$ cat config.mk
export PLATFORM = sky130hd
export DESIGN_NAME = uspl_ctrl
export DESIGN_NICKNAME = d
export VERILOG_FILES = /design/src/logic/uspl_pkg.sv /design/src/logic/uspl_acct.sv /design/src/logic/uspl_ctrl.sv
export VERILOG_INCLUDE_DIRS = /design/src /design/src/logic
export SDC_FILE = /design/constraint.sdc
export NUM_CORES = 1
export LEC_CHECK = 0
export BUFFER_PORTS_ARGS = -buffer_cell sky130_fd_sc_hd__buf_2
export CORE_MARGIN = 4
export CORE_UTILIZATION = 25
export DETAILED_ROUTE_END_ITERATION = 8
export MAX_ROUTING_LAYER = met4
export PLACE_DENSITY = 0.53
export REMOVE_ABC_BUFFERS = 1
export SKIP_LAST_GASP = 1
export SLEW_MARGIN = 20
export SYNTH_ARGS = -nofsm -noshare
export SYNTH_HDL_FRONTEND = slang
export SYNTH_SLANG_ARGS = --single-unit
$ cat constraint.sdc
create_clock -name clk -period 11.8 [get_ports clk]
set_clock_uncertainty 0.1 [all_clocks]
set_input_delay 2.36 -clock clk [delete_from_list [all_inputs] [get_ports clk]]
set_output_delay 2.36 -clock clk [all_outputs]
set_load 0.02 [all_outputs]
$ cat src/logic/uspl_consts.svh
// Offsets, field positions and reset values of the upstream split control
`ifndef USPL_CONSTS_SVH
`define USPL_CONSTS_SVH

`define USPL_ADDR_W        8
`define USPL_CTRL_OFS      8'h60
`define USPL_STAT_OFS      8'hF0
`define USPL_CAP_LSB       0
`define USPL_CAP_MSB       15
`define USPL_LIM_LSB       16
`define USPL_LIM_MSB       31
`define USPL_CAPACITY      16'h0010
`define USPL_LIM_OFF       16'hFFFF
`define USPL_ST_CNT_MSB    15
`define USPL_ST_OFF_BIT    16
`define USPL_ST_STALE_BIT  17
`define USPL_ZERO32        32'h0000_0000

`endif

$ cat src/logic/uspl_pkg.sv
// Types and shared arithmetic for the upstream split commitment control
package uspl_pkg;

	typedef logic [15:0] uspl_adq_t;
	typedef logic [31:0] uspl_word_t;

	// Saturating add then subtract, so a stale count never wraps
	function automatic uspl_adq_t uspl_step(
		input uspl_adq_t cur,
		input uspl_adq_t add,
		input uspl_adq_t sub
	);
		logic [16:0] sum;
		sum = {1'b0, cur} + {1'b0, add};
		if (sum[16])
			sum = 17'h1_FFFF;
		if (sum < {1'b0, sub})
			return 16'h0000;
		sum = sum - {1'b0, sub};
		if (sum[16])
			return 16'hFFFF;
		return sum[15:0];
	endfunction

endpackage

$ cat src/logic/uspl_acct.sv
// Outstanding upstream commitment counter
module uspl_acct (
	input  wire logic            clk,
	input  wire logic            rst,
	input  wire logic            track,
	input  wire uspl_pkg::uspl_adq_t add,
	input  wire uspl_pkg::uspl_adq_t sub,
	output uspl_pkg::uspl_adq_t  count
);

	uspl_pkg::uspl_adq_t count_r;
	uspl_pkg::uspl_adq_t count_nxt;

	always_comb begin
		count_nxt = count_r;
		// Frozen while untracked; completions then land on a stale figure
		if (track) begin
			count_nxt = uspl_pkg::uspl_step(count_r, add, sub);
		end
	end

	always_ff @(posedge clk) begin
		if (rst) begin
			count_r <= 16'h0000;
		end else begin
			count_r <= count_nxt;
		end
	end

	assign count = count_r;

endmodule // uspl_acct

$ cat src/logic/uspl_ctrl.sv
// Upstream split transaction commitment control register and gate
//
// Design decisions made here: the strobed register port and the register offsets.
`include "uspl_consts.svh"
module uspl_ctrl (
	input  wire logic                     clk,
	input  wire logic                     rst,
	input  wire logic [`USPL_ADDR_W-1:0]  reg_addr,
	input  wire logic [31:0]              reg_wdata,
	input  wire logic                     reg_wr,
	input  wire logic                     reg_rd,
	output logic [31:0]                   reg_rdata,
	input  wire logic                     eeprom_load,
	input  wire uspl_pkg::uspl_adq_t      eeprom_limit,
	input  wire logic                     req_valid,
	input  wire uspl_pkg::uspl_adq_t      req_adq,
	output logic                          req_ready,
	input  wire logic                     cpl_valid,
	input  wire uspl_pkg::uspl_adq_t      cpl_adq,
	output uspl_pkg::uspl_adq_t           outstanding
);

	uspl_pkg::uspl_adq_t  limit_r;
	uspl_pkg::uspl_adq_t  limit_nxt;
	logic                 stale_r;
	logic                 stale_nxt;
	uspl_pkg::uspl_word_t rdata_r;
	uspl_pkg::uspl_word_t rdata_nxt;
	logic                 track_off;
	logic                 req_fire;
	logic                 fits;
	logic                 hit_ctrl;
	logic                 hit_stat;
	uspl_pkg::uspl_adq_t  acct_add;
	uspl_pkg::uspl_adq_t  acct_sub;

	// True when a new commitment stays within the limit
	function automatic logic uspl_fits(
		input uspl_pkg::uspl_adq_t cur,
		input uspl_pkg::uspl_adq_t add,
		input uspl_pkg::uspl_adq_t lim
	);
		logic [16:0] sum;
		sum = {1'b0, cur} + {1'b0, add};
		return sum <= {1'b0, lim};
	endfunction

	assign hit_ctrl  = (reg_addr == `USPL_CTRL_OFS);
	assign hit_stat  = (reg_addr == `USPL_STAT_OFS);
	assign track_off = (limit_r == `USPL_LIM_OFF);

	// Gate on the registered limit: a write lands next cycle
	assign fits      = uspl_fits(outstanding, req_adq, limit_r);
	assign req_ready = track_off | fits;
	assign req_fire  = req_valid & req_ready;

	// No accounting while the limit is all ones
	assign acct_add  = (req_fire && !track_off) ? req_adq : 16'h0000;
	assign acct_sub  = (cpl_valid && !track_off) ? cpl_adq : 16'h0000;

	uspl_acct u_acct (
		.clk   (clk),
		.rst   (rst),
		.track (!track_off),
		.add   (acct_add),
		.sub   (acct_sub),
		.count (outstanding)
	);

	// Limit register
	always_comb begin
		limit_nxt = limit_r;
		// Bus write beats a same-cycle EEPROM preload
		if (reg_wr && hit_ctrl) begin
			limit_nxt = reg_wdata[`USPL_LIM_MSB:`USPL_LIM_LSB];
		end else if (eeprom_load) begin
			limit_nxt = eeprom_limit;
		end
	end

	always_ff @(posedge clk) begin
		if (rst) begin
			limit_r <= `USPL_CAPACITY;
		end else begin
			limit_r <= limit_nxt;
		end
	end

	// Stale-accounting flag
	always_comb begin
		stale_nxt = stale_r;
		if (reg_wr && hit_stat && reg_wdata[`USPL_ST_STALE_BIT]) begin
			stale_nxt = 1'b0;
		end
		// Set wins over the clear in the same cycle
		if (track_off && limit_nxt != `USPL_LIM_OFF) begin
			stale_nxt = 1'b1;
		end
	end

	always_ff @(posedge clk) begin
		if (rst) begin
			stale_r <= 1'b0;
		end else begin
			stale_r <= stale_nxt;
		end
	end

	// Read data, valid only in the cycle after the strobe
	always_comb begin
		rdata_nxt = `USPL_ZERO32;
		if (reg_rd && hit_ctrl) begin
			rdata_nxt[`USPL_CAP_MSB:`USPL_CAP_LSB] = `USPL_CAPACITY;
			rdata_nxt[`USPL_LIM_MSB:`USPL_LIM_LSB] = limit_r;
		end else if (reg_rd && hit_stat) begin
			rdata_nxt[`USPL_ST_CNT_MSB:0]    = outstanding;
			rdata_nxt[`USPL_ST_OFF_BIT]      = track_off;
			rdata_nxt[`USPL_ST_STALE_BIT]    = stale_r;
		end
	end

	always_ff @(posedge clk) begin
		if (rst) begin
			rdata_r <= `USPL_ZERO32;
		end else begin
			rdata_r <= rdata_nxt;
		end
	end

	assign reg_rdata = rdata_r;

	AST_CAP_RO: assert property (
		@(posedge clk) disable iff (rst)
		(reg_rd && hit_ctrl) |=> (reg_rdata[15:0] == 16'h0010)
	) else $error("capacity field not read as constant");

	AST_LIM_RD: assert property (
		@(posedge clk) disable iff (rst)
		(reg_rd && hit_ctrl && !reg_wr) |=> (reg_rdata[31:16] == $past(limit_r))
	) else $error("limit field read mismatch");

	AST_LIM_WR: assert property (
		@(posedge clk) disable iff (rst)
		(reg_wr && hit_ctrl) |=> (limit_r == $past(reg_wdata[31:16]))
	) else $error("written limit not taken");

	AST_RST_LIM: assert property (
		@(posedge clk)
		($past(rst) && !rst) |-> (limit_r == 16'h0010)
	) else $error("limit not equal capacity after reset");

	AST_OFF_GRANT: assert property (
		@(posedge clk) disable iff (rst)
		(req_valid && limit_r == 16'hFFFF) |-> req_ready
	) else $error("request held while tracking is off");

	AST_OFF_FROZEN: assert property (
		@(posedge clk) disable iff (rst)
		(limit_r == 16'hFFFF) |=> $stable(outstanding)
	) else $error("count moved while tracking is off");

	AST_HOLD: assert property (
		@(posedge clk) disable iff (rst)
		(req_valid && limit_r != 16'hFFFF
			&& ({1'b0, outstanding} + {1'b0, req_adq}) > {1'b0, limit_r})
		|-> !req_ready
	) else $error("request over the limit was forwarded");

	AST_COUNT_UP: assert property (
		@(posedge clk) disable iff (rst)
		(req_valid && req_ready && !cpl_valid && limit_r != 16'hFFFF)
		|=> (outstanding == $past(outstanding) + $past(req_adq))
	) else $error("forwarded ADQs not added to the count");

	AST_STALE: assert property (
		@(posedge clk) disable iff (rst)
		(limit_r == 16'hFFFF && reg_wr && hit_ctrl && reg_wdata[31:16] != 16'hFFFF)
		|=> ##[0:2] stale_r
	) else $error("stale flag not raised on leaving all ones");

	// Read port, status word, reset values and accounting
	AST_RD_ZERO: assert property (
		@(posedge clk) disable iff (rst)
		!reg_rd |=> (reg_rdata == `USPL_ZERO32)
	) else $error("read data not zero outside its cycle");

	AST_UNMAPPED: assert property (
		@(posedge clk) disable iff (rst)
		(reg_rd && !hit_ctrl && !hit_stat) |=> (reg_rdata == `USPL_ZERO32)
	) else $error("unmapped address read non-zero");

	AST_STAT_CNT: assert property (
		@(posedge clk) disable iff (rst)
		(reg_rd && hit_stat) |=> (reg_rdata[15:0] == $past(outstanding))
	) else $error("status count mismatch");

	AST_STAT_OFF: assert property (
		@(posedge clk) disable iff (rst)
		(reg_rd && hit_stat) |=> (reg_rdata[16] == $past(track_off))
	) else $error("status tracking-off bit mismatch");

	AST_STAT_STALE: assert property (
		@(posedge clk) disable iff (rst)
		(reg_rd && hit_stat) |=> (reg_rdata[17] == $past(stale_r))
	) else $error("status stale bit mismatch");

	AST_STAT_HI: assert property (
		@(posedge clk) disable iff (rst)
		(reg_rd && hit_stat) |=> (reg_rdata[31:18] == 14'h0000)
	) else $error("status upper bits not zero");

	AST_EE_LOAD: assert property (
		@(posedge clk) disable iff (rst)
		(eeprom_load && !(reg_wr && hit_ctrl)) |=> (limit_r == $past(eeprom_limit))
	) else $error("preload value not taken");

	AST_IDLE_LIM: assert property (
		@(posedge clk) disable iff (rst)
		(!(reg_wr && hit_ctrl) && !eeprom_load) |=> $stable(limit_r)
	) else $error("limit moved without a write");

	AST_RST_CNT: assert property (
		@(posedge clk)
		($past(rst) && !rst) |-> (outstanding == 16'h0000)
	) else $error("count not zero after reset");

	AST_RST_STALE: assert property (
		@(posedge clk)
		($past(rst) && !rst) |-> !stale_r
	) else $error("stale flag set after reset");

	AST_RST_RDATA: assert property (
		@(posedge clk)
		($past(rst) && !rst) |-> (reg_rdata == `USPL_ZERO32)
	) else $error("read data not zero after reset");

	AST_GRANT_FIT: assert property (
		@(posedge clk) disable iff (rst)
		(req_valid && ({1'b0, outstanding} + {1'b0, req_adq}) <= {1'b0, limit_r})
		|-> req_ready
	) else $error("fitting request was held");

	AST_COUNT_DOWN: assert property (
		@(posedge clk) disable iff (rst)
		(!req_fire && cpl_valid && !track_off && cpl_adq <= outstanding)
		|=> (outstanding == $past(outstanding) - $past(cpl_adq))
	) else $error("completed ADQs not subtracted");

	AST_SAT_FLOOR: assert property (
		@(posedge clk) disable iff (rst)
		(!req_fire && cpl_valid && !track_off && cpl_adq > outstanding)
		|=> (outstanding == 16'h0000)
	) else $error("count wrapped below zero");

	AST_STALE_CLR: assert property (
		@(posedge clk) disable iff (rst)
		(reg_wr && hit_stat && reg_wdata[17] && !track_off)
		|=> !stale_r
	) else $error("stale flag not cleared by write");

	AST_STALE_KEEP: assert property (
		@(posedge clk) disable iff (rst)
		(stale_r && !(reg_wr && hit_stat)) |=> stale_r
	) else $error("stale flag dropped without a clear");

	AST_STALE_HOLD: assert property (
		@(posedge clk) disable iff (rst)
		(!track_off && !(reg_wr && hit_stat)) |=> (stale_r == $past(stale_r))
	) else $error("stale flag moved while tracking");

	AST_EE_STALE: assert property (
		@(posedge clk) disable iff (rst)
		(track_off && eeprom_load && !reg_wr && eeprom_limit != `USPL_LIM_OFF) |=> stale_r
	) else $error("stale flag not raised on preload");

	AST_ACCT_IDLE: assert property (
		@(posedge clk) disable iff (rst)
		!req_fire |-> (acct_add == 16'h0000)
	) else $error("count added without a forwarded request");

	AST_ACCT_OFF: assert property (
		@(posedge clk) disable iff (rst)
		track_off |-> (acct_add == 16'h0000 && acct_sub == 16'h0000)
	) else $error("accounting active while tracking is off");

	AST_FREEZE_CPL: assert property (
		@(posedge clk) disable iff (rst)
		(track_off && cpl_valid) |=> (outstanding == $past(outstanding))
	) else $error("completion counted while tracking is off");

	AST_OFF_KEEP: assert property (
		@(posedge clk) disable iff (rst)
		(track_off && !eeprom_load && !(reg_wr && hit_ctrl)) |=> track_off
	) else $error("tracking resumed without a limit change");

endmodule // uspl_ctrl

==> results.toml, run 1 <==
[power_and_ir_drop]
p_total_w = 0.001464
vdd_drop_max_uv = 91.85
leakage_nw = 3.013
power_density_nw_per_um2 = 226.3

[logic_synthesis]
ys_warn_count = 0
synth-edff-count = 0
synth_area_leaders = "dfxtp_1 (25%), ha_1 (15%), nand2_1 (4.9%)"
avgSynthCellArea_um2 = 7.772
syn_area_um2 = 5254
synth-main-ff-cell = "dfxtp_1"
synth.top_cell.area_share_pct = 24.77
seq_area_frac_synth_pct = 24.77
ys_seq_elements = 65
synthCells = 676
async_flop_share_pct = 0
ys_types = 62
synth_top_cell_by_area = "dfxtp_1"

[routing]
dr.pass1.iters = 4
antenna_left = 0
drc = 0
drt_iter0_markers = 205
detail_route.wl_per_cell_um = 15.16
viasPerCell = 4.816
wl_um = 16190
via_count = 5143

[timing]
worst_slack_ns = 1.615
slew_headroom_pct = 30.17
whs_ns = 0.3985
fin_crit_ns = 10.18
rsz0062_at_grt = "false"
fin_setup_tns_ns = 0
final_max_slew_viol_count = 0
fin_crit_sh_pct = 86.31
tightest_slew_ns = 1.021
setup_violations = 0
hold_viol_final = 0
fmax_mhz = 98.18

[clock_tree]
post-cts-setup-buffers = 0
clkTransAtPathRegs_ns = 0.06
clock_latency_ns = 0.34
tritoncts = "yes"
clk_path_buf_depth = 2
ctsRootBufferMaster = "clkbuf_16"
cts-buffers-inserted = 9
post_cts_resized = 0
clock-sinks = 65
cts_max_level = 3
holdBufCountCts = 0

[final_layout]
fill_cells = 2252
drive_above_1_share_pct = 20.85
finalNetCount = 953
mostFrequentLayoutCells = "buf_2 (127), nand2_1 (68), dfxtp_1 (65)"
syn_to_final_growth_pct = 23.12
final_common_cell = "buf_2"
stdcell_count = 1068

[worst_setup_path]
startpoint_type = "input port"
cp_top_family = "compound AO/OA/AOI/OAI gates"
criticalPathCategory = "input port to flop"
endpoint_kind = "flop"
cp_slowest_stage_delay_ns = 0.93
crit_buf_inv = 2
r2r_slack_ns = 3.33
worstPathRequired_ns = 11.97
slowest_stage = "a2111oi_0"
cp_max_fo = 16
critical_path_arrival_ns = 10.35

[floorplan]
die_h_um = 153.0
core_region_area_um2 = 20430
die-area_um2 = 23400
ioPinCount = 144
die_w_um = 153.0
placementRows = 52
initial_utilization_pct = 25.72

[place]
port_buffers = 127
pre_cts_slack_ns = 1.220
gp_congestion = 0.8365
dp_cells = 1049
dp_hpwl_um = 13160

[hold_path]
min_path_type = "flop to flop"

[global_route]
grt_pass1_vias = 5069
grt_overflow = 0
grt_max_degree = 33
grt_usage_pct = 14.03
grt_pass1_wl_um = 25940
antenna_found_initial = 3

[outcome]
status = "finished clean"

[flow_run]
timing.max_cap.violations = 0
per-stage QoR:
stage	area, µm²	util (%)
after detailed placement	6130	30.00
after global placement	6130	30.00
after CTS	6450	31.57
after global routing	6469	31.66
after floorplan	5126	-
final	6469	31.66
report_power, final:
group	switching [W]	total, W	leakage [nW]	internal, W
Sequential	0.0000321	0.000274	0.530	0.000242
Combinational	0.000520	0.000896	2.33	0.000376
Clock	0.000108	0.000293	0.155	0.000185
Total	0.000661	0.00146	3.01	0.000803
registers in the layout, summed over array words and instances (netlist names):
register and count:
limit_r 16, u_acct.count 16, reg_rdata 32, stale_r 1
final cells by class:
cell class,instances,area [µm²],area share (%)
clock buffer,9,225.2,3.482
antenna,2,5.005,0.07737
clock inverter,7,95.09,1.470
timing repair buffer,132,676.9,10.46
multi-input combinational,557,3730,57.66
tap,270,337.8,5.222
sequential,65,1301,20.12
inverter,26,97.59,1.509
synthesized netlist by cell type (4+ instances only):
| cell type | instances |
|---|---|
| dfxtp_1 | 65 |
| and3_1 | 9 |
| ha_1 | 64 |
| nand3_1 | 31 |
| o21a_1 | 11 |
| a211oi_1 | 8 |
| and2_1 | 18 |
| xor2_1 | 17 |
| o21ai_1 | 10 |
| o211ai_1 | 17 |
| clkbuf_1 | 23 |
| o21ai_2 | 4 |
| inv_1 | 26 |
| nor2b_1 | 6 |
| a21oi_1 | 41 |
| o21ai_0 | 42 |
| nor4_1 | 22 |
| nand2_1 | 68 |
| nand4_1 | 10 |
| o21bai_1 | 4 |
| xnor2_1 | 15 |
| nor3_1 | 27 |
| a21o_1 | 19 |
| nor2_1 | 59 |
worst reg2reg max path, delay by kind of cell (launching register included):
kind / cells / cell delay (ns)
AO/OA/AOI/OAI: 17 / 4.24
XOR/XNOR: 2 / 0.59
adder cells (fa/ha/maj): 6 / 1.87
buffers and inverters: 1 / 0.05
flip-flops: 1 / 0.47
AND/OR/NAND/NOR: 6 / 1.08
kinds of logic (layout without fill, tap and decap cells):
family,count (synthesis),count (layout),share of synthesized area [%]
buf+inv,54,174,4.286
xor+xnor,33,33,5.859
mux,2,2,0.3811
fa+ha+maj,67,67,16.38
compound gates,187,187,23.46
other cells,0,2,0
flops,65,65,24.77
simple gates,268,268,24.86
path summary, 6_finish.rpt:
path	startpoint	end	depth (start not counted)
worst min-delay path	stale_r	reg_rdata[17]	1
worst max register to register	u_acct.count[1]	u_acct.count[6]	32
worst min register to register	stale_r	reg_rdata[17]	1
worst max-delay path	req_adq[11]	u_acct.count[6]	31
per-layer routing:
layer | vias up | GRT usage (%) | routed length (µm)
li1 | 2710 | - | -
met1 | 2289 | 17.94 | 7845
met2 | 127 | 22.32 | 7302
met3 | 17 | 2.771 | 787
met4 | 0 | 4.582 | 255
met5 | - | - | 0
Note: power is estimated with default switching activity, not from simulation.
==> inputs of run 2 (changes only) <==
--- a/config.mk
+++ b/config.mk
@@ -9,12 +9,13 @@
 export BUFFER_PORTS_ARGS = -buffer_cell sky130_fd_sc_hd__buf_2
 export CORE_MARGIN = 4
 export CORE_UTILIZATION = 25
+export CTS_CLUSTER_DIAMETER = 80
 export DETAILED_ROUTE_END_ITERATION = 8
 export MAX_ROUTING_LAYER = met4
 export PLACE_DENSITY = 0.53
-export REMOVE_ABC_BUFFERS = 1
 export SKIP_LAST_GASP = 1
 export SLEW_MARGIN = 20
 export SYNTH_ARGS = -nofsm -noshare
 export SYNTH_HDL_FRONTEND = slang
 export SYNTH_SLANG_ARGS = --single-unit
+export TNS_END_PERCENT = 100
==> results.toml, run 2 (same netlist as run 1, synthesis figures left out) <==
[outcome]
status = "finished clean"

[timing]
whs_ns = 0.3756
final_max_slew_viol_count = 0
setup_violations = 0
rsz0062_at_grt = "false"
fin_crit_sh_pct = 86.14
fin_setup_tns_ns = 0
slew_headroom_pct = 26.32
tightest_slew_ns = 1.102
hold_viol_final = 0
fin_crit_ns = 10.16
fmax_mhz = 98.38

[worst_setup_path]
critical_path_arrival_ns = 10.33
startpoint_type = "input port"
cp_max_fo = 18
r2r_cells = 34
path_common_cell = "ha_1"
criticalPathCategory = "input port to flop"
worstPathRequired_ns = 11.96
cp_slowest_stage_delay_ns = 0.45
endpoint_kind = "flop"
slowest_stage = "fa_1"

[power_and_ir_drop]
swShare_pct = 46.78
clockPowerShare_pct = 17.4
p_int_w = 0.0007624
power_density_nw_per_um2 = 223.8
pwr-share-comb_pct = 63.6
leakage_nw = 2.976
power_frac_seq_pct = 19.0
p_switching_w = 0.0006702
vdd_drop_max_uv = 64.37

[floorplan]
placementRows = 52
core_region_area_um2 = 20430
die-area_um2 = 23400
die_h_um = 153.0
ioPinCount = 144
initial_utilization_pct = 25.72
die_w_um = 153.0

[global_route]
antenna_found_initial = 1
grt_pass1_vias = 5067
grt_usage_pct = 14.41
grt_max_degree = 33
grt_pass1_wl_um = 26650
grt_overflow = 0

[final_layout]
largest_reg_flops = 32
mostFrequentLayoutCells = "buf_2 (127), nand2_1 (68), dfxtp_1 (65)"
final_common_cell = "buf_2"
final_area_um2 = 6402
syn_to_final_growth_pct = 21.86
drive_above_1_share_pct = 20.55
fin_util_pct = 31.34
finalNetCount = 951

[clock_tree]
ctsRootBufferMaster = "clkbuf_16"
clk_path_buf_depth = 2
cts_max_level = 3
clock_latency_ns = 0.33
post_cts_resized = 0
clock-sinks = 65
post-cts-setup-buffers = 0
cts-buffers-inserted = 9
tritoncts = "yes"
clkTransAtPathRegs_ns = 0.06
holdBufCountCts = 0

[routing]
dr.pass1.iters = 5
antenna_left = 0
viasPerCell = 4.827
drc = 0
detail_route.wl_per_cell_um = 15.56
via_count = 5146
wl_um = 16590
drt_iter0_markers = 293

[flow_run]
timing.max_cap.violations = 0

[logic_synthesis]
syn_nets = 838

[place]
dp_hpwl_um = 13400
gp_congestion = 0.8387
placed_area_um2 = 6122
port_buffers = 127

[hold_path]
min_path_cells = 1
min_path_type = "flop to flop"
==> run 2: cell count changes in the layout (fill, tap and decap cells not counted) <==
cell        change
buf_4           -1
buf_6           -1
bufinv_16       -2
clkinv_4        -1
clkinvlp_4      +1
diode_2         +1
inv_8           +1
==> run 2: critical path: cells and delay by family <==
| kind | cells | cell delay [ns] |
|---|---|---|
| compound gates | 17 | 3.78 |
| fa+ha+maj | 6 | 1.88 |
| simple gates | 6 | 1.06 |
| buf+inv | 4 | 0.65 |
| xor+xnor | 2 | 0.57 |
==> run 2: power by group through the flow <==
stage                     Sequential, W  Combinational [W]  Clock (W)
final                          0.000272           0.000911   0.000250
after CTS                      0.000273           0.000913   0.000256
after detailed placement       0.000278           0.000908          0
after global routing           0.000276            0.00103   0.000266
after floorplan                0.000285           0.000699          0
after global placement         0.000278           0.000907          0
==> run 2: per-stage QoR <==
stage | total power, W | std cells | setup WS [ns]
floorplan | 0.0009842 | 676 | 2.197
global placement | 0.001184 | 1048 | 1.362
detailed placement | 0.001186 | 1048 | 1.258
CTS | 0.001442 | 1063 | 1.575
global route | 0.001572 | 1064 | 1.036
finish | 0.001433 | 1066 | 1.636
==> run 2: worst paths after layout <==
check                  startpoint         endpoint  slack [ns]
hold reg to reg           stale_r    reg_rdata[17]        0.38
hold / removal            stale_r    reg_rdata[17]        0.38
setup reg to reg  u_acct.count[1]  u_acct.count[6]        3.31
setup / recovery       req_adq[1]  u_acct.count[6]        1.64
==> run 2: layer usage <==
metal / vias to the layer above / GRT usage [%] / part of all wire, %
li1: 2700 / - / -
met1: 2337 / 17.76 / 46
met2: 102 / 24.85 / 48
met3: 7 / 2.714 / 4.6
met4: 0 / 2.673 / 0.81
met5: - / - / 0
==> run 2: final cells by class <==
class / count / area, µm²
inverters: 26 / 97.59
well taps: 270 / 337.8
fillers: 2283 / 14030
multi-input cells: 557 / 3730
clock inverters: 6 / 45.04
repair buffers: 130 / 658.1
flip-flops and latches: 65 / 1301
diodes: 3 / 7.507
clock buffers: 9 / 225.2
==> inputs of run 3 (changes only) <==
--- a/config.mk
+++ b/config.mk
@@ -12,7 +12,7 @@
 export CTS_CLUSTER_DIAMETER = 80
 export DETAILED_ROUTE_END_ITERATION = 8
 export MAX_ROUTING_LAYER = met4
-export PLACE_DENSITY = 0.53
+export PLACE_DENSITY = 0.55
 export SKIP_LAST_GASP = 1
 export SLEW_MARGIN = 20
 export SYNTH_ARGS = -nofsm -noshare
==> constraint.sdc (replaced) <==
create_clock -name clk -period 9.2 [get_ports clk]
set_clock_uncertainty 0.1 [all_clocks]
set_input_delay 1.84 -clock clk [delete_from_list [all_inputs] [get_ports clk]]
set_output_delay 1.84 -clock clk [all_outputs]
set_load 0.02 [all_outputs]
==> results.toml, run 3 (same netlist as run 1, synthesis figures left out) <==
[outcome]
status = "finished clean"

[final_layout]
fill_cells = 2227
mostFrequentLayoutCells = "buf_2 (127), buf_4 (72), nand2_1 (68)"
finalNetCount = 1023
drive_above_1_share_pct = 29.21
syn_to_final_growth_pct = 35.53
stdcell_count = 1138
largest_reg_flops = 32
final_common_cell = "buf_2"

[floorplan]
ioPinCount = 144
die_h_um = 153.0
die_w_um = 153.0
core_region_area_um2 = 20430
initial_utilization_pct = 25.72
die-area_um2 = 23400
placementRows = 52

[routing]
detail_route.wl_per_cell_um = 15.03
via_count = 5458
viasPerCell = 4.796
drc = 0
dr.pass1.iters = 5
drt_iter0_markers = 271
wl_um = 17100
antenna_left = 0

[clock_tree]
cts_max_level = 3
clock-sinks = 65
clkTransAtPathRegs_ns = 0.06
cts-buffers-inserted = 9
tritoncts = "yes"
ctsRootBufferMaster = "clkbuf_16"
clk_path_buf_depth = 2
clock_latency_ns = 0.34

[timing]
setup_violations = 0
fin_crit_ns = 8.822
rsz0062_at_grt = "true"
fin_crit_sh_pct = 95.89
slew_headroom_pct = 28.27
hold_viol_final = 0
fin_setup_tns_ns = 0
fmax_mhz = 113.4
tightest_slew_ns = 1.073
whs_ns = 0.3782
final_max_slew_viol_count = 0

[global_route]
grt_max_degree = 33
grt_pass1_vias = 5363
grt_pass1_wl_um = 27200
grt_usage_pct = 14.57
grt_overflow = 0
antenna_found_initial = 2

[power_and_ir_drop]
power_density_nw_per_um2 = 307.8
leakage_nw = 3.373
vdd_drop_max_uv = 111.9

[hold_path]
min_path_type = "flop to flop"

[place]
dp_cells = 1117
gp_congestion = 0.8331
dp_hpwl_um = 14010
port_buffers = 127

[worst_setup_path]
cp_max_fo = 8
endpoint_kind = "flop"
cp_slowest_stage_delay_ns = 0.40
slowest_stage = "fa_1"
worstPathRequired_ns = 9.36
startpoint_type = "input port"
critical_path_arrival_ns = 8.99
criticalPathCategory = "input port to flop"

[logic_synthesis]
syn_nets = 838

[flow_run]
timing.max_cap.violations = 0
==> run 3: worst max-delay path: cells and delay by family <==
| kind | cells | cell delay [ns] |
|---|---|---|
| XOR/XNOR | 2 | 0.48 |
| AO/OA/AOI/OAI | 13 | 2.61 |
| buffers and inverters | 6 | 0.65 |
| AND/OR/NAND/NOR | 9 | 1.64 |
| adder cells (fa/ha/maj) | 6 | 1.75 |
==> run 3: worst paths after layout <==
path              startpoint         endpoint  slack (ns)  cells after the start
max               req_adq[0]  u_acct.count[4]        0.38                     36
min                  stale_r    reg_rdata[17]        0.38                      1
max reg2reg  u_acct.count[0]  u_acct.count[4]        1.50                     35
min reg2reg          stale_r    reg_rdata[17]        0.38                      1
==> run 3: per-stage QoR <==
step	power [W]	cell area (µm²)	setup WS (ns)	util (%)
final	0.002191	7121	0.3779	34.85
after global routing	0.002382	7121	-0.07342	34.85
after global placement	0.001726	6640	-0.1486	32.50
after CTS	0.002137	6977	0.1375	34.15
after floorplan	0.001262	5254	0.1171	-
after detailed placement	0.001739	6640	-0.1908	32.50
==> run 3: routing by layer <==
| layer | up-vias | wire length [µm] | global-route usage (%) | part of all wire, % |
|---|---|---|---|---|
| li1 | 2854 | - | - | - |
| met1 | 2479 | 7750 | 17.69 | 45 |
| met2 | 110 | 8401 | 25.16 | 49 |
| met3 | 15 | 780 | 2.658 | 4.6 |
| met4 | 0 | 171 | 3.437 | 1.0 |
| met5 | - | 0 | - | 0 |
==> run 3: where the power goes <==
part / switching (W) / internal (W) / leakage (nW)
combinational: 0.000754 / 0.000696 / 2.68
sequential: 0.0000403 / 0.000310 / 0.530
clock: 0.000142 / 0.000248 / 0.165
==> run 3: cell type report <==
class	count	area, µm²	share of cell area (%)
diodes	2	5.005	0.07029
clock buffers	10	239.0	3.356
clock inverters	6	97.59	1.371
inverters	26	97.59	1.371
multi-input cells	557	3832	53.82
flip-flops and latches	65	1301	18.27
well taps	270	337.8	4.744
repair buffers	202	1210	16.99
==> run 3: timing repair <==
action	4_1_cts	5_1_grt
resized for setup	0	27
setup endpoints to repair	0	16
setup buffers	0	2
hold buffers	0	0
